**config.mk**
```make
export PLATFORM = sky130hd
export DESIGN_NAME = acl_spi_port
export DESIGN_NICKNAME = d
export VERILOG_FILES = /design/src/rtl/acl_pkg.sv /design/src/rtl/acl_reg_mem.sv /design/src/rtl/acl_spi_port.sv
export SDC_FILE = /design/constraint.sdc
export NUM_CORES = 2
export LEC_CHECK = 0
export CAP_MARGIN = 20
export CORE_MARGIN = 2
export CORE_UTILIZATION = 35
export CTS_CLUSTER_DIAMETER = 30
export DETAILED_ROUTE_END_ITERATION = 8
export DONT_BUFFER_PORTS = 1
export GPL_TIMING_DRIVEN = 1
export PLACE_DENSITY = 0.56
export RECOVER_POWER = 100
export SETUP_SLACK_MARGIN = 0.05
export SYNTH_ARGS = -nofsm -noshare
export SYNTH_HDL_FRONTEND = slang
export SYNTH_SLANG_ARGS = --single-unit
```
**constraint.sdc**
```tcl
create_clock -name ref_clk -period 4 [get_ports ref_clk]
set_input_delay 0.2 -clock ref_clk [delete_from_list [all_inputs] [get_ports ref_clk]]
set_output_delay 0.2 -clock ref_clk [all_outputs]
set_load 0.02 [all_outputs]
```
**src/rtl/acl_pkg.sv**
```systemverilog
package acl_pkg;

  localparam int CLK_MHZ = 25;

  localparam logic [7:0] CMD_WRITE = 8'h0A;
  localparam logic [7:0] CMD_READ = 8'h0B;
  localparam logic [7:0] CMD_FIFO = 8'h0D;

  localparam int ADDR_W = 7;
  localparam int REG_DEPTH = 128;
  localparam logic [6:0] ADDR_STATUS = 7'h0B;
  localparam logic [6:0] ADDR_STATUS2 = 7'h44;
  localparam logic [6:0] PROT_LAST = 7'h43;
  localparam logic [6:0] USER_LAST = 7'h45;
  localparam logic [6:0] DRDY_A_FIRST = 7'h08;
  localparam logic [6:0] DRDY_A_LAST = 7'h0A;
  localparam logic [6:0] DRDY_B_FIRST = 7'h0E;
  localparam logic [6:0] DRDY_B_LAST = 7'h17;
  localparam int ERR_BIT = 7;
  localparam logic ERR_RESET = 1'b1;
  localparam logic [7:0] FIFO_EMPTY_BYTE = 8'h00;

  localparam int DRDY_CLR_MAX_US = 120;
  localparam int DRDY_CLR_MAX_CYC = DRDY_CLR_MAX_US * CLK_MHZ;

  localparam int CHK_W_DEF = 99;
  localparam int CHK_IDX_W = 10;

  typedef enum logic [2:0] {
    PH_CMD,
    PH_ADDR,
    PH_WDATA,
    PH_RDATA,
    PH_FIFO,
    PH_IGNORE
  } acl_phase_e;

  typedef struct packed {
    logic [6:0] addr;
    logic [7:0] data;
  } acl_wr_s;

endpackage : acl_pkg

```
**src/rtl/acl_reg_mem.sv**
```systemverilog
`timescale 1ns/1ns
module acl_reg_mem
  import acl_pkg::*;
#(
  parameter int DEPTH = REG_DEPTH,
  parameter int AW = ADDR_W,
  parameter int DW = 8
)(
  input wire logic ref_clk,
  input wire logic arst_n,
  input wire logic wr_en,
  input wire logic [AW-1:0] wr_addr,
  input wire logic [DW-1:0] wr_data,
  input wire logic [AW-1:0] rd_addr_a,
  output logic [DW-1:0] rd_data_a,
  input wire logic [AW-1:0] rd_addr_b,
  output logic [DW-1:0] rd_data_b
);

  logic [DW-1:0] mem [DEPTH];

  if (DEPTH != (1 << AW)) begin : g_bad_depth
    $error("acl_reg_mem: DEPTH must equal 2**AW");
  end

  // Reset to zero so the first check pass sees known contents
  always_ff @(posedge ref_clk or negedge arst_n)
  begin
    if (!arst_n)
    begin
      for (int i = 0; i < DEPTH; i++)
        mem[i] <= '0;
      rd_data_a <= '0;
      rd_data_b <= '0;
    end
    else
    begin
      if (wr_en)
        mem[wr_addr] <= wr_data;
      rd_data_a <= mem[rd_addr_a];
      rd_data_b <= mem[rd_addr_b];
    end
  end

endmodule : acl_reg_mem

```
**src/rtl/acl_spi_port.sv**
```systemverilog
`timescale 1ns/1ns
// Operation
// Mode 0, sample rising, shift falling
// First byte command: write, read, FIFO
// Register commands: address byte, then data
// FIFO read: data follows command directly
// FIFO sample sent high byte first
// Host reads whole sample sets per burst
// Bursts of any length, all commands
// Register address increments per data byte
// User registers valid up to 0x45
// Seven-bit address, wraps over 128 locations
// Data output released except read data
// Host ignores output during writes
// FIFO pops on serial clock
// Registers 0x00-0x43 check-code protected
// Check bits recomputed on protected write
// Check mismatch sets register-error flag
// Error flag set at reset, cleared first write
// Invalid command ignored, output stays released
// Data register read clears data-ready
// Chip select high ends transaction
module acl_spi_port
  import acl_pkg::*;
#(
  parameter int CHK_W = CHK_W_DEF
)(
  input wire logic ref_clk,
  input wire logic arst_n,
  input wire logic cs_n,
  input wire logic sclk,
  input wire logic mosi,
  output logic miso_out,
  output logic miso_oe_n,
  input wire logic [15:0] fifo_data,
  input wire logic fifo_valid,
  output logic fifo_pop,
  output logic drdy_clear,
  output acl_wr_s reg_wr,
  output logic reg_wr_stb,
  output logic err_user_regs
);

  if (CHK_W < CHK_IDX_W + 1) begin : g_bad_chk
    $error("acl_spi_port: CHK_W too small for SEC-DED columns");
  end
  // Hamming column per bit: index+1 plus overall parity
  function automatic logic [CHK_W-1:0] chk_col(input logic [6:0] a, input logic [7:0] d);
    logic [CHK_W-1:0] acc;
    logic [CHK_IDX_W-1:0] idx;
    acc = '0;
    idx = '0;
    for (int b = 0; b < 8; b++)
    begin
      idx = {a, 3'(b)} + 10'h001;
      if (d[b])
      begin
        acc[CHK_IDX_W-1:0] = acc[CHK_IDX_W-1:0] ^ idx;
        acc[CHK_IDX_W] = ~acc[CHK_IDX_W];
      end
    end
    return acc;
  endfunction : chk_col
  function automatic logic in_range(input logic [6:0] a, input logic [6:0] lo,
                                    input logic [6:0] hi);
    return (a >= lo) && (a <= hi);
  endfunction : in_range

  acl_phase_e phase;
  acl_phase_e next_phase;
  logic sclk_q;
  logic [2:0] bit_cnt;
  logic [6:0] shift_in;
  logic [6:0] addr;
  logic cmd_rd;
  logic load_pend;
  logic [7:0] tx;
  logic msb_sel;
  logic first_wr_done;
  logic [6:0] scrub_addr;
  logic [6:0] scrub_aq;
  logic scrub_vld;
  logic [CHK_W-1:0] chk_acc;
  logic [CHK_W-1:0] chk_stored;
  logic dirty;
  logic [7:0] q_a;
  logic [7:0] q_b;
  // Inputs are synchronous to ref_clk; edges found against last sample
  wire sclk_rise = sclk & ~sclk_q & ~cs_n;
  wire sclk_fall = ~sclk & sclk_q & ~cs_n;
  wire byte_done = sclk_rise && (bit_cnt == 3'd7);
  wire [7:0] rx_byte = {shift_in, mosi};
  wire wr_en = byte_done && (phase == PH_WDATA);
  wire prot_wr = wr_en && (addr <= PROT_LAST);
  wire do_load = sclk_fall && load_pend;
  wire do_shift = sclk_fall && !load_pend && !miso_oe_n;
  wire stat_addr = (addr == ADDR_STATUS) || (addr == ADDR_STATUS2);
  wire [7:0] reg_byte = stat_addr ? {err_user_regs, q_a[ERR_BIT-1:0]} : q_a;
  wire [7:0] fifo_byte = !fifo_valid ? FIFO_EMPTY_BYTE :
                         (msb_sel ? fifo_data[15:8] : fifo_data[7:0]);
  wire [7:0] load_byte = (phase == PH_FIFO) ? fifo_byte : reg_byte;
  wire drdy_hit = in_range(addr, DRDY_A_FIRST, DRDY_A_LAST) ||
                  in_range(addr, DRDY_B_FIRST, DRDY_B_LAST);
  wire pass_end = scrub_vld && (scrub_aq == PROT_LAST);
  wire [CHK_W-1:0] chk_result = chk_acc ^ chk_col(scrub_aq, q_b);
  wire mismatch = pass_end && !dirty && !prot_wr && (chk_result != chk_stored);

  always_comb
  begin
    next_phase = phase;
    if (byte_done)
    begin
      case (phase)
        PH_CMD:
          if (rx_byte == CMD_WRITE || rx_byte == CMD_READ)
            next_phase = PH_ADDR;
          else if (rx_byte == CMD_FIFO)
            next_phase = PH_FIFO;
          else
            next_phase = PH_IGNORE;
        PH_ADDR:
          next_phase = cmd_rd ? PH_RDATA : PH_WDATA;
        default:
          next_phase = phase;
      endcase
    end
  end
  acl_reg_mem #(
    .DEPTH(REG_DEPTH),
    .AW(ADDR_W),
    .DW(8)
  ) u_mem (
    .ref_clk(ref_clk),
    .arst_n(arst_n),
    .wr_en(wr_en),
    .wr_addr(addr),
    .wr_data(rx_byte),
    .rd_addr_a(addr),
    .rd_data_a(q_a),
    .rd_addr_b(scrub_addr),
    .rd_data_b(q_b)
  );
  // Serial front end
  always_ff @(posedge ref_clk or negedge arst_n)
  begin
    if (!arst_n)
    begin
      sclk_q <= 1'b0;
      phase <= PH_CMD;
      bit_cnt <= '0;
      shift_in <= '0;
      cmd_rd <= 1'b0;
      load_pend <= 1'b0;
    end
    else
    begin
      sclk_q <= sclk;
      if (cs_n)
      begin
        phase <= PH_CMD;
        bit_cnt <= '0;
        load_pend <= 1'b0;
      end
      else
      begin
        phase <= next_phase;
        if (sclk_rise)
        begin
          bit_cnt <= bit_cnt + 3'd1;
          shift_in <= rx_byte[6:0];
        end
        if (byte_done && phase == PH_CMD)
          cmd_rd <= (rx_byte == CMD_READ);
        if (byte_done && (next_phase == PH_RDATA || next_phase == PH_FIFO))
          load_pend <= 1'b1;
        else if (do_load)
          load_pend <= 1'b0;
      end
    end
  end

  // Address, output shifter and FIFO byte select
  always_ff @(posedge ref_clk or negedge arst_n)
  begin
    if (!arst_n)
    begin
      addr <= '0;
      tx <= '0;
      miso_out <= 1'b0;
      miso_oe_n <= 1'b1;
      msb_sel <= 1'b1;
      fifo_pop <= 1'b0;
      drdy_clear <= 1'b0;
    end
    else
    begin
      fifo_pop <= 1'b0;
      drdy_clear <= 1'b0;
      if (cs_n)
      begin
        miso_oe_n <= 1'b1;
        msb_sel <= 1'b1;
      end
      else
      begin
        if (byte_done && phase == PH_ADDR)
          addr <= rx_byte[6:0];
        else if (wr_en || (do_load && phase == PH_RDATA))
          addr <= addr + 7'd1;
        if (do_load)
        begin
          tx <= load_byte;
          miso_out <= load_byte[7];
          miso_oe_n <= 1'b0;
          if (phase == PH_FIFO)
          begin
            msb_sel <= ~msb_sel;
            fifo_pop <= !msb_sel && fifo_valid;
          end
          else
            drdy_clear <= drdy_hit;
        end
        else if (do_shift)
        begin
          tx <= {tx[6:0], 1'b0};
          miso_out <= tx[6];
        end
      end
    end
  end

  // Write strobe seen by the rest of the device
  always_ff @(posedge ref_clk or negedge arst_n)
  begin
    if (!arst_n)
    begin
      reg_wr <= '0;
      reg_wr_stb <= 1'b0;
    end
    else
    begin
      reg_wr_stb <= wr_en;
      if (wr_en)
        reg_wr <= '{addr: addr, data: rx_byte};
    end
  end
  // Background check pass; a protected write restarts it and re-stores
  always_ff @(posedge ref_clk or negedge arst_n)
  begin
    if (!arst_n)
    begin
      scrub_addr <= '0;
      scrub_aq <= '0;
      scrub_vld <= 1'b0;
      chk_acc <= '0;
      chk_stored <= '0;
      dirty <= 1'b1;
    end
    else if (prot_wr)
    begin
      scrub_addr <= '0;
      scrub_vld <= 1'b0;
      chk_acc <= '0;
      dirty <= 1'b1;
    end
    else
    begin
      scrub_addr <= (scrub_addr == PROT_LAST) ? 7'd0 : scrub_addr + 7'd1;
      scrub_aq <= scrub_addr;
      scrub_vld <= 1'b1;
      if (scrub_vld)
        chk_acc <= pass_end ? '0 : chk_result;
      if (pass_end && dirty)
      begin
        chk_stored <= chk_result;
        dirty <= 1'b0;
      end
    end
  end
  // Set wins over the first-write clear
  always_ff @(posedge ref_clk or negedge arst_n)
  begin
    if (!arst_n)
    begin
      err_user_regs <= ERR_RESET;
      first_wr_done <= 1'b0;
    end
    else
    begin
      if (wr_en)
        first_wr_done <= 1'b1;
      if (mismatch)
        err_user_regs <= 1'b1;
      else if (wr_en && !first_wr_done)
        err_user_regs <= 1'b0;
    end
  end
endmodule : acl_spi_port

```
After elaboration in Yosys (flattened, before gate mapping)
Cells that the tools add are included.
- add/subtract/negate cells: 11
- $lt $le $gt $ge: 8
- eq/ne operators: 15
- mux-type cells: 58
- bitwise operators: 26
- reductions and logical operators: 47
- operators with widths (kind ; count):
    $bwmux W1024 ; 1
    $mux W99 ; 3
    $bmux W8 S7 ; 2
    $ne A99 B99 Y1 ; 1
    $xor A99 B11 Y99 ; 1
    $mux W11 ; 8
    $add A10 B1 Y10 const B ; 8
    $mux W8 ; 9
    $xor A10 B10 Y10 ; 7
    $demux W8 S7 ; 1
    $mux W7 ; 6
    $eq A8 B4 Y1 const B ; 3
    $mux W1 ; 22
    $eq A7 B7 Y1 const B ; 3
    $logic_and A1 B1 Y1 ; 20
    $ge A8 B8 Y1 const B ; 2
    $not A7 Y8 ; 2
    $reduce_bool A2 Y1 ; 8
    $mux W3 ; 5
    $add A7 B1 Y7 const B ; 2
    $ge A7 B4 Y1 const B ; 2
    $not A1 Y1 ; 12
    $reduce_and A2 Y1 ; 6
    $eq A3 B2 Y1 const B ; 3
    other kinds (14) ; 28
- bits in registers: 1307
- input bits: 22

Longest topological paths before layout
- word-level depth: 20
- mapped depth: 13

Cells and area by module
A second synthesis with hierarchy kept.
- cell total of the unflattened synthesis: 3788
- area total of the unflattened synthesis: 60245.3 µm²
- by module, submodules not included (module ; instances ; cells each ; area an instance (µm²) ; sequential area each (µm²)):
    acl_reg_mem ; 1 ; 3215 ; 54848.9 ; 26025.0
    acl_spi_port ; 1 ; 573 ; 5396.4 ; 2282.2

Least setup slack after synthesis
No wires, ideal clock.
- kind: register -> register
- start point: register scrub_addr[1]
- end point: register u_mem.rd_data_b[3]
- library setup time: 139 ps
- arrival: 2626 ps
- data required time: 3861 ps
- setup slack: 1235 ps
- cell stages (with the launch flop): 11
- path buffers: 4
- cell sequence: dfrtp_1 -> buf_2 -> buf_2 -> buf_1 -> buf_1 -> mux4_2 -> mux4_2 -> mux2i_1 -> nor2_1 -> a211oi_1 -> a21oi_1
- word-level cells in the longest chain between the ends: 4
- ends and longest elaborated chain (what ; line ; source):
    start, declared ; acl_spi_port.sv:80 ; logic [6:0] scrub_addr;
    start signal, assigned ; acl_spi_port.sv:268 ; scrub_addr <= (scrub_addr == PROT_LAST) ? 7'd0 : scrub_addr + 7'd1;
    $not A7 Y8 (implied by the code) ; acl_reg_mem.sv:41 ; rd_data_b <= mem[rd_addr_b];
    $bmux W8 S7 ; acl_reg_mem.sv:41 ;
    $mux W8 (implied by the code) (2 in a row) ; acl_reg_mem.sv:41 ;
    end signal, assigned ; acl_reg_mem.sv:41 ;
    end, declared ; acl_reg_mem.sv:17 ; output logic [DW-1:0] rd_data_b
No other way between the ends. The select of a mux whose other input is x is not followed.
A chain may end at the register's enable or synchronous reset.

Worst setup path in the final report
- start point: register addr[0]
- end point: register u_mem.rd_data_a[5]
- word-level cells in the longest chain between the ends: 4
- ends and longest elaborated chain (what ; line ; source):
    start, declared ; acl_spi_port.sv:74 ; logic [6:0] addr;
    start signal, assigned ; acl_spi_port.sv:207 ; addr <= rx_byte[6:0];
    start signal, assigned ; acl_spi_port.sv:209 ; addr <= addr + 7'd1;
    $not A7 Y8 (implied by the code) ; acl_reg_mem.sv:40 ; rd_data_a <= mem[rd_addr_a];
    $bmux W8 S7 ; acl_reg_mem.sv:40 ;
    $mux W8 (implied by the code) (2 in a row) ; acl_reg_mem.sv:40 ;
    end signal, assigned ; acl_reg_mem.sv:40 ;
    end, declared ; acl_reg_mem.sv:15 ; output logic [DW-1:0] rd_data_a,
No other way between the ends. The select of a mux whose other input is x is not followed.

==> results_tabular.tex <==
\begin{tabular}{lr}
\hline
Metric & Value \\
\hline
\multicolumn{2}{l}{\textbf{Placement}} \\
DP Cell Count & 6688 \\
Buffers on Ports & 0 \\
Total half-perimeter wirelength after legalization and detailed placement & 142 mm \\
Placer congestion estimate & 0.922 \\
\multicolumn{2}{l}{\textbf{Yosys}} \\
Post-synthesis cell count & 4580 \\
Portion of the post-synthesis area used by sequential elements & 46.9\% \\
Area share of the largest cell type after synthesis & 46.7\% \\
Total of flip-flops plus latches after synthesis & 1131 \\
Per-instance average area after synthesis & 13.2 sq um \\
Fraction of registers with async set/reset & 100\% \\
Area contributors post-synth & sky130\_fd\_sc\_hd\_\_dfrtp\_1 47\%, sky130\_fd\_sc\_hd\_\_mux2\_2 19\%, sky130\_fd\_sc\_hd\_\_mux4\_2 15\% \\
Total number of yosys warnings & 0 \\
Cell taking the most area after synthesis & sky130\_fd\_sc\_hd\_\_dfrtp\_1 \\
Number of enable-type register cells in the synthesized netlist & 0 \\
Number of distinct library cell variants in the gate-level netlist after synthesis & 82 \\
Nets in the synthesized netlist & 4608 \\
Post-synthesis cell area & 60400 sq um \\
Synth Flop Type & sky130\_fd\_sc\_hd\_\_dfrtp\_1 \\
\multicolumn{2}{l}{\textbf{Timing}} \\
Final setup fails & 0 \\
Relative slew slack & -54.7\% \\
Post-layout minimum cycle time & 3.86 ns \\
Share of the cycle needed by the critical path after routing & 96.4\% \\
Max Freq & 259 MHz \\
Final total negative setup slack & 0 ns \\
Slew at the pin closest to its max-slew limit & 2.32 ns \\
Final setup skew & 0.0613 ns \\
RSZ-0062 raised after global routing & no \\
Count of final max-slew check failures & 400 \\
Count of final hold-check violations & 0 \\
\multicolumn{2}{l}{\textbf{Route}} \\
First-pass detailed-route iteration total & 9 \\
Via total after detailed routing & 44.6k \\
Number of DRC markers in iteration 0 & 5802 \\
Drt wl/cell & 30.7 um \\
ANT nets after route & 0 \\
WL final & 223 mm \\
Via density per instance & 6.15 \\
DRC violation count after routing & 0 \\
\multicolumn{2}{l}{\textbf{Pwr}} \\
Total power divided by cell area & 516 nW/um\^{}2 \\
Worst IR drop on VDD & 0.000449 V \\
Leakage component of the power & 0.0339 uW \\
Sum of internal, switching and leakage power & 38400 uW \\
\multicolumn{2}{l}{\textbf{Cells and area}} \\
Share of cells above drive strength 1 & 43.6\% \\
Layout net count & 4744 \\
Area delta synth->final & 23.4\% \\
Number of standard cells in the layout, taps in and fillers out & 7252 \\
\multicolumn{2}{l}{\textbf{GRT}} \\
Via count of the first global-routing pass & 44.6k \\
GR Overflow Total & 0 \\
Global-route total usage across every layer & 25.2\% \\
Antenna violations before repair & 5 \\
First-pass GRT wire length & 324 mm \\
Pin count of the biggest net entering global routing & 260 \\
\multicolumn{2}{l}{\textbf{Status}} \\
Run status & finished, violations left \\
Failing checks & capacitance limit, slew limit \\
\multicolumn{2}{l}{\textbf{Die}} \\
Horizontal extent of the die & 419 um \\
Die outline height & 419 um \\
I/O pin count & 43 \\
Total die area & 176000 sq um \\
Starting density of the core & 35.2\% \\
Standard-cell rows & 152 \\
Core Region & 172000 sq um \\
\multicolumn{2}{l}{\textbf{Clocking}} \\
Post-cts repair resize count & 0 \\
Postcts setup bufs & 0 \\
Maximum buffer depth of the clock tree & 4 \\
Count of clock tree sinks & 1131 \\
Buffer cell driving the clock tree root & sky130\_fd\_sc\_hd\_\_clkbuf\_16 \\
Number of levels in the clock H-tree & 5 \\
Clock tree from TritonCTS & done \\
Clock network latency to the later pin of the worst-skew pair & 0.90 ns \\
Quantity of hold-fixing buffers added after cts & 23 \\
Clock slew at reported path FFs & 0.05 ns \\
TritonCTS buffer count & 309 \\
\multicolumn{2}{l}{\textbf{Setup path}} \\
Maximum fanout along the worst path & 19 \\
Kind of capture point of the worst setup path & register \\
Crit Path Category & register to register \\
Worst Path Arrival & 4.65 ns \\
Crit path required time & 4.79 ns \\
Startpoint type of the worst setup path & register \\
\multicolumn{2}{l}{\textbf{Job}} \\
Max-Cap Viols & 3 \\
\multicolumn{2}{l}{\textbf{Worst hold path}} \\
Worst min-delay path category & primary input to async pin \\
\hline
\end{tabular}
[sequential cells by signal, indices dropped and copies added, names as in the netlist, 3 cells and up]
register         flops
u_mem.mem         1024
reg_wr              15
chk_acc             11
chk_stored          11
u_mem.rd_data_a      8
u_mem.rd_data_b      8
addr                 7
scrub_addr           7
scrub_aq             7
shift_in             7
tx                   7
bit_cnt              3
phase                3
[cells by family (layout without fill, tap and decap cells)]
logic type / after synthesis / count (layout) / share of synthesized area (%)
buffers and inverters: 427 / 785 / 2.90
XOR/XNOR: 50 / 50 / 0.810
adder cells (fa/ha/maj): 6 / 6 / 0.124
other: 0 / 4 / 0
AO/OA/AOI/OAI: 748 / 748 / 8.75
flip-flops: 1131 / 1131 / 46.9
multiplexers: 1532 / 1532 / 35.6
AND/OR/NAND/NOR: 686 / 686 / 4.92
[cells in the mapped netlist (all sizes together) (15+ instances only)]
| master | instances |
|---|---|
| a21oi | 76 |
| a221o | 31 |
| a221oi | 154 |
| a22o | 39 |
| a22oi | 67 |
| buf | 135 |
| clkbuf | 273 |
| dfrtp | 1127 |
| inv | 18 |
| mux2 | 1039 |
| mux2i | 102 |
| mux4 | 391 |
| nand2 | 419 |
| nand3 | 33 |
| nor2 | 112 |
| nor2b | 17 |
| nor3 | 24 |
| o21ai | 219 |
| o221ai | 15 |
| o22ai | 31 |
| xnor2 | 33 |
[layout by cell type (no fill, tap or decap), types with 32 or more instances in the layout]
master                      instances
sky130_fd_sc_hd__xnor2_1           32
sky130_fd_sc_hd__mux2_2          1014
sky130_fd_sc_hd__buf_4            156
sky130_fd_sc_hd__o21ai_0          218
sky130_fd_sc_hd__clkinv_2          42
sky130_fd_sc_hd__a21oi_1           76
sky130_fd_sc_hd__mux2i_1          102
sky130_fd_sc_hd__clkbuf_1          55
sky130_fd_sc_hd__nand3_1           33
sky130_fd_sc_hd__nor2_1           106
sky130_fd_sc_hd__dfrtp_1         1109
sky130_fd_sc_hd__a22oi_1           67
sky130_fd_sc_hd__mux4_2           391
sky130_fd_sc_hd__nand2_1          419
sky130_fd_sc_hd__clkbuf_8          46
sky130_fd_sc_hd__clkbuf_16        317
sky130_fd_sc_hd__bufinv_16         40
sky130_fd_sc_hd__a22o_1            39
sky130_fd_sc_hd__a221oi_1         154
[layer usage]
layer / vias to the layer above / track usage [%] / wire length, um
li1: 18010 / - / -
met1: 23508 / 34.3 / 91400
met2: 2512 / 37.6 / 99100
met3: 567 / 6.55 / 21700
met4: 2 / 11.4 / 10400
met5: - / 0 / 14
[area by class of cell]
class	count	area [sq um]
diodes	4	10.0
clock buffers	407	8730
clock inverters	126	1780
fillers	15476	97000
inverters	19	76.3
multi-input cells	3022	30400
flip-flops and latches	1131	28400
well taps	2310	2890
repair buffers	233	2280
[final timing paths]
kind                          startpoint                  to  slack (ns)  depth (start not counted)
min in group ref_clk          fifo_valid            fifo_pop        0.21                          2
min reg2reg                first_wr_done       first_wr_done        0.46                          1
max                              addr[0]  u_mem.rd_data_a[5]        0.14                          7
min                               arst_n      u_mem.mem[386]        0.04                          2
max in group asynchronous         arst_n      u_mem.mem[660]        0.81                          5
max reg2reg                      addr[0]  u_mem.rd_data_a[5]        0.14                          7
[power by group]
part,total (uW),internal (uW),switching (uW)
sequential,12100,11500,594
combinational,1330,185,1150
clock,25000,17700,7280
[critical path: stages, from the launching register on]
cell and delay [ns]:
sky130_fd_sc_hd__dfrtp_4 0.61, sky130_fd_sc_hd__inv_1 0.91, sky130_fd_sc_hd__clkbuf_2 0.53, sky130_fd_sc_hd__buf_4 0.33
sky130_fd_sc_hd__o21ai_0 0.13, sky130_fd_sc_hd__a221oi_1 0.74, sky130_fd_sc_hd__a31oi_1 0.25, sky130_fd_sc_hd__o211ai_1 0.24
[metrics by stage]
step	worst slack (ns)	hold WS, ns	utilization, %	cell area (sq um)
after floorplan	1.24	-0.0956	-	60400
after global placement	0.358	-0.0701	37.2	63800
after detailed placement	0.437	-0.0731	37.2	63800
after CTS	0.416	0.0512	43.5	74600
after global routing	0.144	0.0891	43.5	74600
final	0.144	0.0416	43.5	74600
(Power assumes the default switching activity.)
